## src/rtl/clk_src_pkg.sv

```systemverilog
// shared constants, types and decode helpers for clock source selection
package clk_src_pkg;

	// ==========================================================
	// register map
	localparam logic [7:0] HF_CTRL_ADDR = 8'h00;
	localparam logic [7:0] LF_CTRL_ADDR = 8'h01;

	// hf_clock_control_reg fields
	localparam int HF_KEEP_RET_BIT = 7;
	localparam int HF_EXT_DIG_BIT = 6;
	localparam int HF_START_LSB = 4;
	localparam int HF_SRC_BIT = 3;
	localparam logic [7:0] HF_CTRL_RESET = 8'h00;

	// lf_clock_control_reg fields
	localparam int LF_READY_BIT = 6;
	localparam int LF_SEL_LSB = 0;
	localparam logic [7:0] LF_CTRL_RESET = 8'h07;

	// ==========================================================
	// oscillator start field (bits 5:4)
	localparam logic [1:0] START_BOTH = 2'h0;
	localparam logic [1:0] START_RC_ONLY = 2'h1;
	localparam logic [1:0] START_XTAL_ONLY = 2'h2;

	// low-frequency source select field
	localparam logic [2:0] LF_SEL_XTAL = 3'h0;
	localparam logic [2:0] LF_SEL_RC = 3'h1;
	localparam logic [2:0] LF_SEL_SYNTH = 3'h2;
	localparam logic [2:0] LF_SEL_EXT_ANA = 3'h3;
	localparam logic [2:0] LF_SEL_EXT_DIG = 3'h4;

	// system power modes
	localparam logic [2:0] MODE_DEEP_SLEEP = 3'h0;
	localparam logic [2:0] MODE_MEM_RET_TOFF = 3'h1;
	localparam logic [2:0] MODE_MEM_RET_TON = 3'h2;
	localparam logic [2:0] MODE_REG_RET = 3'h3;
	localparam logic [2:0] MODE_STANDBY = 3'h4;
	localparam logic [2:0] MODE_ACTIVE = 3'h5;

	// ==========================================================
	// high-frequency controller states
	typedef enum logic [2:0] {
		HF_OFF,
		HF_RC_WAIT,
		HF_XTAL_WAIT,
		HF_XTAL,
		HF_RC_ONLY,
		HF_EXT
	} hf_state_t;

	// ==========================================================
	// modes in which the main crystal normally runs
	function automatic logic mode_is_awake(input logic [2:0] mode);
		return (mode == MODE_ACTIVE) || (mode == MODE_STANDBY);
	endfunction

	// modes in which the low-frequency domain is powered at all
	function automatic logic mode_has_lf(input logic [2:0] mode);
		return (mode != MODE_DEEP_SLEEP) && (mode != MODE_MEM_RET_TOFF);
	endfunction

endpackage

```

## src/rtl/lf_ctrl_if.sv

```systemverilog
// bundle between the register side and the low-frequency source controller
`timescale 1ns/1ps
interface lf_ctrl_if;
	logic [2:0] sel;
	logic [2:0] mode;
	logic hf_xtal_up;
	logic xtal_ready;
	logic rc_ready;
	logic xtal_en;
	logic rc_en;
	logic synth_en;
	logic ext_dig;
	logic ext_ana;
	logic pins_xtal;
	logic ready;

	modport ctrl (
		output sel, mode, hf_xtal_up, xtal_ready, rc_ready,
		input xtal_en, rc_en, synth_en, ext_dig, ext_ana, pins_xtal, ready
	);
	modport src (
		input sel, mode, hf_xtal_up, xtal_ready, rc_ready,
		output xtal_en, rc_en, synth_en, ext_dig, ext_ana, pins_xtal, ready
	);
endinterface

```

## src/rtl/clock_source_select.sv

```systemverilog
// clock source selection: high-frequency handover and low-frequency select
// Notes on behaviour
// - default start RC and crystal together
// - RC until crystal stable, then switch over
// - bit 3 shows current high-speed source
// - bits 5:4 choose which oscillators start
// - bit 6 selects digital external clock
// - LF crystal off in deepest modes
// - select 000 enables LF crystal
// - crystal enable claims the two pins
// - bit 6 reports LF source ready
// - select 001 enables LF RC
// - RC select leaves pins free
// - select 010 derives LF from crystal
// - derived clock only while crystal runs
// - 100 digital, 011 analog external
// - bit 7 keeps crystal in register retention
`timescale 1ns/1ps
module clock_source_select
	import clk_src_pkg::*;
(
	input wire logic mclk_i,
	input wire logic rstn_i,
	input wire logic ce_i,
	input wire logic [7:0] addr_i,
	input wire logic [7:0] wdata_i,
	input wire logic wr_i,
	input wire logic rd_i,
	output logic [7:0] rdata_o,
	input wire logic hf_clk_req_i,
	input wire logic [2:0] sys_mode_i,
	input wire logic main_xtal_stable_i,
	input wire logic lf_xtal_ready_i,
	input wire logic lf_rc_ready_i,
	output logic fast_rc_osc_en_o,
	output logic main_xtal_osc_en_o,
	output logic hf_src_xtal_o,
	output logic hf_ext_digital_o,
	output logic lf_xtal_osc_en_o,
	output logic lf_rc_osc_en_o,
	output logic lf_synth_en_o,
	output logic lf_pin_b_ext_digital_o,
	output logic lf_pin_b_ext_analog_o,
	output logic lf_xtal_pin_a_xtal_o,
	output logic lf_xtal_pin_b_xtal_o,
	output logic lf_clk_ready_o
);

	// ==========================================================
	// reset release
	// assertion is immediate, release waits two edges to avoid metastability
	logic rst_meta_r;
	logic rst_sync_r;
	logic rstn_s;

	always_ff @(posedge mclk_i or negedge rstn_i) begin
		if (!rstn_i) begin
			rst_meta_r <= 1'b0;
			rst_sync_r <= 1'b0;
		end else begin
			rst_meta_r <= 1'b1;
			rst_sync_r <= rst_meta_r;
		end
	end

	assign rstn_s = rst_sync_r;

	// ==========================================================
	// state
	typedef struct packed {
		hf_state_t st;
		logic keep_ret;
		logic ext_dig;
		logic [1:0] start_sel;
		logic [2:0] lf_sel;
		logic [7:0] rdata;
		logic fast_rc_en;
		logic xtal_en;
		logic src_xtal;
	} top_state_t;

	top_state_t s_r;
	top_state_t s_nxt;

	logic hf_need;
	logic keep_in_ret;
	logic hf_xtal_up;

	lf_ctrl_if lf_bus ();

	// ==========================================================
	// readback helpers
	function automatic logic [7:0] hf_readback(input top_state_t s);
		logic [7:0] v;
		v = 8'h00;
		v[HF_KEEP_RET_BIT] = s.keep_ret;
		v[HF_EXT_DIG_BIT] = s.ext_dig;
		v[HF_START_LSB +: 2] = s.start_sel;
		v[HF_SRC_BIT] = s.src_xtal;
		return v;
	endfunction

	function automatic logic [7:0] lf_readback(input logic [2:0] sel, input logic rdy);
		logic [7:0] v;
		v = 8'h00;
		v[LF_SEL_LSB +: 3] = sel;
		v[LF_READY_BIT] = rdy;
		return v;
	endfunction

	// ==========================================================
	// next state
	always_comb begin
		s_nxt = s_r;

		// high-speed clock wanted only while awake
		hf_need = hf_clk_req_i && mode_is_awake(sys_mode_i);
		keep_in_ret = s_r.keep_ret && (sys_mode_i == MODE_REG_RET) && !s_r.ext_dig;

		// register writes; start select takes effect at the next start
		if (wr_i && addr_i == HF_CTRL_ADDR) begin
			s_nxt.keep_ret = wdata_i[HF_KEEP_RET_BIT];
			s_nxt.ext_dig = wdata_i[HF_EXT_DIG_BIT];
			s_nxt.start_sel = wdata_i[HF_START_LSB +: 2];
		end
		if (wr_i && addr_i == LF_CTRL_ADDR) begin
			s_nxt.lf_sel = wdata_i[LF_SEL_LSB +: 3];
		end

		// register reads, data valid the cycle after the strobe only
		s_nxt.rdata = 8'h00;
		if (rd_i) begin
			case (addr_i)
				HF_CTRL_ADDR: begin
					s_nxt.rdata = hf_readback(s_r);
				end
				LF_CTRL_ADDR: begin
					s_nxt.rdata = lf_readback(s_r.lf_sel, lf_bus.ready);
				end
				default: begin
					s_nxt.rdata = 8'h00;
				end
			endcase
		end

		// high-frequency sequencing
		case (s_r.st)
			HF_OFF: begin
				if (hf_need && s_r.ext_dig) begin
					s_nxt.st = HF_EXT;
				end else if (hf_need) begin
					case (s_r.start_sel)
						START_BOTH: begin
							s_nxt.st = HF_RC_WAIT;
						end
						START_RC_ONLY: begin
							s_nxt.st = HF_RC_ONLY;
						end
						START_XTAL_ONLY: begin
							s_nxt.st = HF_XTAL_WAIT;
						end
						default: begin
							s_nxt.st = HF_RC_WAIT;
						end
					endcase
				end
			end
			// hand over once crystal is stable
			HF_RC_WAIT: begin
				if (!hf_need) begin
					s_nxt.st = HF_OFF;
				end else if (main_xtal_stable_i) begin
					s_nxt.st = HF_XTAL;
				end
			end
			HF_XTAL_WAIT: begin
				if (!hf_need) begin
					s_nxt.st = HF_OFF;
				end else if (main_xtal_stable_i) begin
					s_nxt.st = HF_XTAL;
				end
			end
			HF_XTAL: begin
				if (!hf_need) begin
					s_nxt.st = HF_OFF;
				end
			end
			HF_RC_ONLY: begin
				if (!hf_need) begin
					s_nxt.st = HF_OFF;
				end
			end
			HF_EXT: begin
				if (!hf_need || !s_r.ext_dig) begin
					s_nxt.st = HF_OFF;
				end
			end
			default: begin
				s_nxt.st = HF_OFF;
			end
		endcase

		s_nxt.fast_rc_en = (s_nxt.st == HF_RC_WAIT) || (s_nxt.st == HF_RC_ONLY);
		// crystal awake or held in retention
		s_nxt.xtal_en = (s_nxt.st == HF_RC_WAIT) || (s_nxt.st == HF_XTAL_WAIT)
			|| (s_nxt.st == HF_XTAL) || keep_in_ret;
		// zero only while RC supplies the clock
		s_nxt.src_xtal = !((s_nxt.st == HF_RC_WAIT) || (s_nxt.st == HF_RC_ONLY));
	end

	always_ff @(posedge mclk_i or negedge rstn_s) begin
		if (!rstn_s) begin
			s_r.st <= HF_OFF;
			s_r.keep_ret <= HF_CTRL_RESET[HF_KEEP_RET_BIT];
			s_r.ext_dig <= HF_CTRL_RESET[HF_EXT_DIG_BIT];
			s_r.start_sel <= HF_CTRL_RESET[HF_START_LSB +: 2];
			s_r.lf_sel <= LF_CTRL_RESET[LF_SEL_LSB +: 3];
			s_r.rdata <= 8'h00;
			s_r.fast_rc_en <= 1'b0;
			s_r.xtal_en <= 1'b0;
			s_r.src_xtal <= 1'b1;
		end else if (ce_i) begin
			s_r <= s_nxt;
		end
	end

	// ==========================================================
	// low-frequency side
	// crystal counts as up only once stable, so the derived clock never glitches
	assign hf_xtal_up = s_r.xtal_en && main_xtal_stable_i;

	assign lf_bus.sel = s_r.lf_sel;
	assign lf_bus.mode = sys_mode_i;
	assign lf_bus.hf_xtal_up = hf_xtal_up;
	assign lf_bus.xtal_ready = lf_xtal_ready_i;
	assign lf_bus.rc_ready = lf_rc_ready_i;

	lf_source_ctrl u_lf (
		.mclk_i (mclk_i),
		.rstn_i (rstn_s),
		.ce_i (ce_i),
		.lf (lf_bus.src)
	);

	// ==========================================================
	// outputs
	assign rdata_o = s_r.rdata;
	assign fast_rc_osc_en_o = s_r.fast_rc_en;
	assign main_xtal_osc_en_o = s_r.xtal_en;
	assign hf_src_xtal_o = s_r.src_xtal;
	assign hf_ext_digital_o = (s_r.st == HF_EXT);
	assign lf_xtal_osc_en_o = lf_bus.xtal_en;
	assign lf_rc_osc_en_o = lf_bus.rc_en;
	assign lf_synth_en_o = lf_bus.synth_en;
	assign lf_pin_b_ext_digital_o = lf_bus.ext_dig;
	assign lf_pin_b_ext_analog_o = lf_bus.ext_ana;
	assign lf_xtal_pin_a_xtal_o = lf_bus.pins_xtal;
	assign lf_xtal_pin_b_xtal_o = lf_bus.pins_xtal;
	assign lf_clk_ready_o = lf_bus.ready;

endmodule // clock_source_select

```

## src/rtl/lf_source_ctrl.sv

```systemverilog
// low-frequency clock source decode, enables and ready tracking
`timescale 1ns/1ps
module lf_source_ctrl
	import clk_src_pkg::*;
(
	input wire logic mclk_i,
	input wire logic rstn_i,
	input wire logic ce_i,
	lf_ctrl_if.src lf
);

	typedef struct packed {
		logic xtal_en;
		logic rc_en;
		logic synth_en;
		logic ext_dig;
		logic ext_ana;
		logic pins_xtal;
		logic ready;
	} lf_state_t;

	lf_state_t s_r;
	lf_state_t s_nxt;
	logic powered;
	logic synth_ok;

	// ==========================================================
	// next state
	always_comb begin
		s_nxt = '0;
		powered = mode_has_lf(lf.mode);
		synth_ok = (lf.mode == MODE_REG_RET || mode_is_awake(lf.mode)) && lf.hf_xtal_up;
		case (lf.sel)
			LF_SEL_XTAL: begin
				s_nxt.xtal_en = powered;
				s_nxt.pins_xtal = 1'b1;
				s_nxt.ready = powered && lf.xtal_ready;
			end
			LF_SEL_RC: begin
				s_nxt.rc_en = powered;
				s_nxt.ready = powered && lf.rc_ready;
			end
			LF_SEL_SYNTH: begin
				s_nxt.synth_en = synth_ok;
				s_nxt.ready = synth_ok;
			end
			LF_SEL_EXT_ANA: begin
				s_nxt.ext_ana = powered;
				s_nxt.ready = powered;
			end
			LF_SEL_EXT_DIG: begin
				s_nxt.ext_dig = powered;
				s_nxt.ready = powered;
			end
			default: begin
				s_nxt = '0;
			end
		endcase
	end

	always_ff @(posedge mclk_i or negedge rstn_i) begin
		if (!rstn_i) begin
			s_r <= '0;
		end else if (ce_i) begin
			s_r <= s_nxt;
		end
	end

	assign lf.xtal_en = s_r.xtal_en;
	assign lf.rc_en = s_r.rc_en;
	assign lf.synth_en = s_r.synth_en;
	assign lf.ext_dig = s_r.ext_dig;
	assign lf.ext_ana = s_r.ext_ana;
	assign lf.pins_xtal = s_r.pins_xtal;
	assign lf.ready = s_r.ready;

endmodule // lf_source_ctrl

```

## config.mk

```make
export PLATFORM = sky130hd
export DESIGN_NAME = clock_source_select
export DESIGN_NICKNAME = d
export VERILOG_FILES = /design/src/rtl/clk_src_pkg.sv /design/src/rtl/lf_ctrl_if.sv /design/src/rtl/clock_source_select.sv /design/src/rtl/lf_source_ctrl.sv
export SDC_FILE = /design/constraint.sdc
export NUM_CORES = 1
export LEC_CHECK = 0
export BUFFER_PORTS_ARGS = -buffer_cell sky130_fd_sc_hd__buf_2
export CORE_MARGIN = 2
export CORE_UTILIZATION = 53
export DETAILED_ROUTE_END_ITERATION = 7
export PLACE_DENSITY = 0.83
export SLEW_MARGIN = 20
export SYNTH_ARGS = -nofsm -noshare
export SYNTH_HDL_FRONTEND = slang
export SYNTH_HIERARCHICAL = 1
export SYNTH_SLANG_ARGS = --single-unit
export TNS_END_PERCENT = 50
```

## constraint.sdc

```tcl
create_clock -name mclk_i -period 2.7 [get_ports mclk_i]
set_clock_uncertainty 0.15 [all_clocks]
set_input_delay 0.135 -clock mclk_i [delete_from_list [all_inputs] [get_ports mclk_i]]
set_output_delay 0.135 -clock mclk_i [all_outputs]
set_load 0.05 [all_outputs]
```

==> results of run 1 <==
## kinds of logic (layout without fill, tap and decap cells)
family,count (synthesis),count (layout),synth area share [%]
adders and majority gates,2,2,1.686
other,1,1,0.2527
AOI/OAI and AO/OA,30,30,14.42
buffers and inverters,28,84,9.359
DFF,30,30,50.93
muxes,9,9,6.745
and+or+nand+nor,41,41,16.02
xor gates and xnor gates,1,1,0.5903
## layer usage
metal	global-route usage, %	wire, um	up-vias
met1	25.45	1320	574
met2	32.84	1466	37
met3	7.834	181	7
met4	5.648	41	0
met5	0	0	-
li1	-	-	600
## cell type report
type	count	area, um2	share of cell area (%)
repair buffers	60	367.9	19.76
inverters	17	63.81	3.427
flip-flops and latches	30	757.0	40.66
well taps	31	38.79	2.083
multi-input cells	84	589.3	31.65
clock buffers	7	45.04	2.419
## synthesized netlist by cell type, types with 3 or more instances
library cell  number
buf_4              9
dfrtp_1           26
dfstp_2            4
inv_1             17
mux2_1             3
mux2_2             5
nand2_1           10
nor2_1            14
o21ai_0            9
o32ai_1            3
## path summary, 6_finish.rpt
kind | from | end | slack, ps | cells past startpoint
min reg2reg | rst_sync_r | u_lf/lf.synth_en | 110 | 0
min | sys_mode_i[2] | main_xtal_osc_en_o | 9 | 3
max in group asynchronous | rst_sync_r | lf_bus.sel[2] | 1730 | 1
min in group asynchronous | rst_sync_r | u_lf/lf.synth_en | 110 | 0
max | s_r[14] | hf_src_xtal_o | 740 | 7
max reg2reg | s_r[14] | hf_src_xtal_o | 740 | 7
## worst max-delay path, stage by stage, from the launching register on
cell and delay [ps]:
dfrtp_1 390, inv_1 60, ha_1 280, nor3_1 140
nor2_1 70, o21ai_0 310, xnor2_1 140, o32a_1 340
## per-stage QoR
stage / power (mW) / hold slack, ps / utilization (%) / setup WS (ps)
2_1_floorplan: 0.5621 / -310.6 / - / 947.5
3_3_place_gp: 0.6036 / -231.3 / 62.19 / 823.0
3_5_place_dp: 0.6066 / -225.5 / 62.19 / 744.5
4_1_cts: 0.8539 / 5.031 / 68.65 / 726.1
5_1_grt: 0.8933 / 22.89 / 68.70 / 567.7
6_report: 0.8453 / 9.230 / 68.70 / 742.5
## report_power, final
part | switching, mW | internal, mW
Sequential | 0.0194 | 0.464
Clock | 0.137 | 0.0980
Combinational | 0.0743 | 0.0523
==> flow_metrics.py, run 1 <==
metrics = {
    "outcome": {
        "outcome": "finished, final reports clean",
    },
    "clock_tree": {
        "clock-root-buffer": "clkbuf_4",
        "clk_pin_slew_worst_paths_ps": 90,
        "htree_levels": 2,
        "postCtsSetupBuffers": 0,
        "clkSinkCount": 30,
        "cts_resized": 0,
        "clk_latency_ps": 320,
        "clk_path_buf_depth": 2,
        "cts_tree": "done",
        "hold_buffers": 13,
        "cts_inserted_buffers": 5,
    },
    "timing": {
        "tightestPinTransition_ps": 551.5,
        "max_freq_ghz": 0.5109,
        "rsz0062_at_grt": "false",
        "post-route-period-util_pct": 72.50,
        "setup_viol": 0,
        "post-route-min-period_ps": 1958,
        "tns_ps": 0,
        "slew_headroom_pct": 63.23,
        "hold_viol": 0,
        "final-max-slew-violation-count": 0,
    },
    "die": {
        "core_area_mm2": 0.002710,
        "start_util_pct": 54.76,
        "num_rows": 19,
        "die_area_mm2": 0.003239,
        "die_h_um": 56.92,
        "die_w_um": 56.92,
        "io_pins": 48,
    },
    "yosys": {
        "synth.area.top_cells": "dfrtp_1, dfstp_2, buf_4",
        "yosysSeqAreaShare_pct": 50.93,
        "synth_edf_count": 0,
        "synth_top_area_cell": "dfrtp_1",
        "synth.distinct_cells": 43,
        "ys_seq_elements": 30,
        "syn_inst": 142,
        "syn-num-nets": 172,
        "ys.flop_type": "dfrtp_1",
        "synth_top_area_share_pct": 43.84,
        "yosys_warnings": 6,
        "syn_avg_cell_area_um2": 10.45,
        "syn-cell-area_mm2": 0.001484,
        "async_reset_ff_share_pct": 100.0,
    },
    "power_and_ir_drop": {
        "power_density_mw_per_mm2": 454.0,
        "vdd_drop_max_mv": 0.4053,
        "p_leak_nw": 0.9023,
    },
    "grt": {
        "grt_start_max_net_pins": 27,
        "antenna_found_initial": 0,
        "first_global_vias": 1159,
        "grt_pass1_wl_um": 5002,
        "globalRouteOverflowTotal": 0,
        "track_usage_pct": 20.27,
    },
    "routing": {
        "wl_per_cell_um": 13.14,
        "wirelength_um": 3009,
        "drt_iter0_markers": 32,
        "ant_nets": 0,
        "drc": 0,
        "vias": 1218,
        "vias_per_cell": 5.319,
        "first_pass_iters": 4,
    },
    "finish": {
        "area_delta_synth_final_pct": 25.46,
        "fin_cells": 229,
        "drive_gt1_share_pct": 32.83,
        "layout.nets": 228,
        "num_antenna_cells": 0,
        "fin_area_mm2": 0.001862,
        "largest_register_ff_count": 8,
        "layout_commonest_cell": "buf_2",
        "final_cell_mix": "buf_2, dfrtp_1, inv_1",
        "fillers": 222,
    },
    "critical_path": {
        "cp-end-kind": "register",
        "arrival_ps": 2060,
        "path_max_fanout": 4,
        "required_ps": 2800,
        "path_class": "reg -> reg",
        "critPathLaunchType": "register",
    },
    "placed_design": {
        "place.gp.congestion": 0.7633,
        "postPlaceCellArea_mm2": 0.001685,
        "dp_hpwl_um": 2140,
        "io_buffers": 46,
        "place_inst": 209,
    },
    "min_path": {
        "hp-class": "in -> reg",
    },
    "run": {
        "drv_cap": 0,
    },
}
Power figures use the tool's default switching activity.
==> run 2: changes to the inputs <==
--- a/config.mk
+++ b/config.mk
@@ -7,9 +7,9 @@
 export LEC_CHECK = 0
 export BUFFER_PORTS_ARGS = -buffer_cell sky130_fd_sc_hd__buf_2
 export CORE_MARGIN = 2
-export CORE_UTILIZATION = 53
+export CORE_UTILIZATION = 50
 export DETAILED_ROUTE_END_ITERATION = 7
-export PLACE_DENSITY = 0.83
+export PLACE_DENSITY = 0.79
 export SLEW_MARGIN = 20
 export SYNTH_ARGS = -nofsm -noshare
 export SYNTH_HDL_FRONTEND = slang
==> constraint.sdc (replaced) <==
create_clock -name mclk_i -period 1.9 [get_ports mclk_i]
set_clock_uncertainty 0.15 [all_clocks]
set_input_delay 0.095 -clock mclk_i [delete_from_list [all_inputs] [get_ports mclk_i]]
set_output_delay 0.095 -clock mclk_i [all_outputs]
set_load 0.05 [all_outputs]
==> flow_metrics.py, run 2 (synthesis results as in run 1) <==
metrics = {
    "grt": {
        "track_usage_pct": 21.42,
        "first_global_vias": 1273,
        "globalRouteOverflowTotal": 0,
        "grt_pass1_wl_um": 5395,
        "antenna_found_initial": 0,
        "grt_start_max_net_pins": 27,
    },
    "finish": {
        "layout_commonest_cell": "buf_2",
        "fillers": 218,
        "largest_register_ff_count": 8,
        "drive_gt1_share_pct": 33.83,
        "area_delta_synth_final_pct": 28.25,
        "num_antenna_cells": 0,
        "seq_area_um2": 755.7,
        "final_cell_mix": "buf_2, dfrtp_1, inv_1",
        "multi_input_area_um2": 604.3,
        "layout.nets": 231,
        "fin_area_mm2": 0.001903,
    },
    "critical_path": {
        "cp-end-kind": "register",
        "arrival_ps": 1930,
        "path_max_fanout": 4,
        "required_ps": 2010,
        "critPathLaunchType": "register",
        "path_class": "reg -> reg",
    },
    "power_and_ir_drop": {
        "vdd_drop_max_mv": 0.5981,
        "p_switching_mw": 0.3426,
        "p_seq_share_pct": 55.6,
        "power_density_mw_per_mm2": 641.8,
        "power_frac_clock_pct": 28.0,
        "p_comb_share_pct": 16.4,
        "power.internal_mw": 0.8788,
        "power_mw": 1.221,
        "p_sw_share_pct": 28.05,
        "p_leak_nw": 0.9270,
    },
    "clock_tree": {
        "clk_pin_slew_worst_paths_ps": 90,
        "cts_tree": "done",
        "postCtsSetupBuffers": 0,
        "clk_latency_ps": 330,
        "clkSinkCount": 30,
        "clk_path_buf_depth": 2,
        "htree_levels": 2,
        "clock-root-buffer": "clkbuf_4",
        "cts_inserted_buffers": 5,
    },
    "run": {
        "drv_cap": 0,
    },
    "die": {
        "die_w_um": 58.48,
        "start_util_pct": 53.35,
        "io_pins": 48,
        "die_h_um": 58.48,
        "die_area_mm2": 0.003419,
        "core_area_mm2": 0.002781,
        "num_rows": 19,
    },
    "timing": {
        "rsz0062_at_grt": "false",
        "hold_slack_ps": 17.96,
        "post-route-period-util_pct": 95.34,
        "post-route-min-period_ps": 1811,
        "final-max-slew-violation-count": 0,
        "hold_viol": 0,
        "setup_ws_ps": 88.56,
        "setup_viol": 0,
        "max_freq_ghz": 0.5520,
    },
    "outcome": {
        "outcome": "finished, final reports clean",
    },
    "routing": {
        "drt_iter0_markers": 32,
        "vias": 1274,
        "drc": 0,
        "ant_nets": 0,
        "vias_per_cell": 5.491,
        "wl_per_cell_um": 14.69,
        "wirelength_um": 3409,
        "first_pass_iters": 4,
    },
    "placed_design": {
        "place.gp.congestion": 0.7798,
        "io_buffers": 46,
        "postPlaceCellArea_mm2": 0.001693,
        "dp_hpwl_um": 2445,
        "pre_cts_slack_ps": -19.38,
    },
    "min_path": {
        "hp-class": "in -> reg",
    },
}
[run 2: critical path, stage by stage (launching register included)]
cell	delay [ps]
dfrtp_1	400
inv_1	60
ha_1	310
nor3_2	130
nor2_1	90
o21ai_2	160
xnor2_1	110
o32a_1	340
[run 2: path summary, 6_finish.rpt]
check / cells after the start / startpoint / slack (ps) / to
max in group asynchronous: 1 / rst_sync_r / 1020 / fast_rc_osc_en_o
hold / removal: 4 / hf_clk_req_i / 20 / main_xtal_osc_en_o
min in group asynchronous: 1 / rst_sync_r / 120 / s_r[20]
hold reg to reg: 1 / rst_sync_r / 120 / s_r[20]
setup / recovery: 7 / s_r[14] / 90 / hf_src_xtal_o
setup reg to reg: 7 / s_r[14] / 90 / hf_src_xtal_o
[run 2: metal layers]
layer,track usage (%),up-vias,share of wire (%)
met5,0,-,0
met2,39.00,34,53
met3,7.692,5,5.9
li1,-,605,-
met1,23.44,630,40
met4,5.648,0,1.2
[run 2: repair_timing]
action,4_1_cts,5_1_grt
endpoints found under the setup margin,2,3
resized for setup,1,3
hold buffers,15,0
pin swaps,0,1
endpoints found under the hold margin,13,0
[run 2: layout make-up]
class	instances	share of cell area [%]
timing repair buffer	63	20.78
tap	31	2.038
multi-input combinational	84	31.76
inverter	17	3.353
clock buffer	7	2.367
sequential	30	39.71
[run 2: power by group through the flow]
stage	clock [mW]	combinational [mW]	sequential, mW
3_3_place_gp	0	0.169	0.690
6_report	0.342	0.201	0.679
4_1_cts	0.349	0.198	0.678
2_1_floorplan	0	0.0650	0.734
3_5_place_dp	0	0.175	0.691
5_1_grt	0.376	0.217	0.682
[run 2: metrics by stage]
step                      instances  util [%]  TNS, ps
after floorplan                 142         -        0
after CTS                       232     67.88        0
final                           232     68.42        0
after global routing            232     68.42        0
after global placement          210     60.86        0
after detailed placement        210     60.86   -19.38
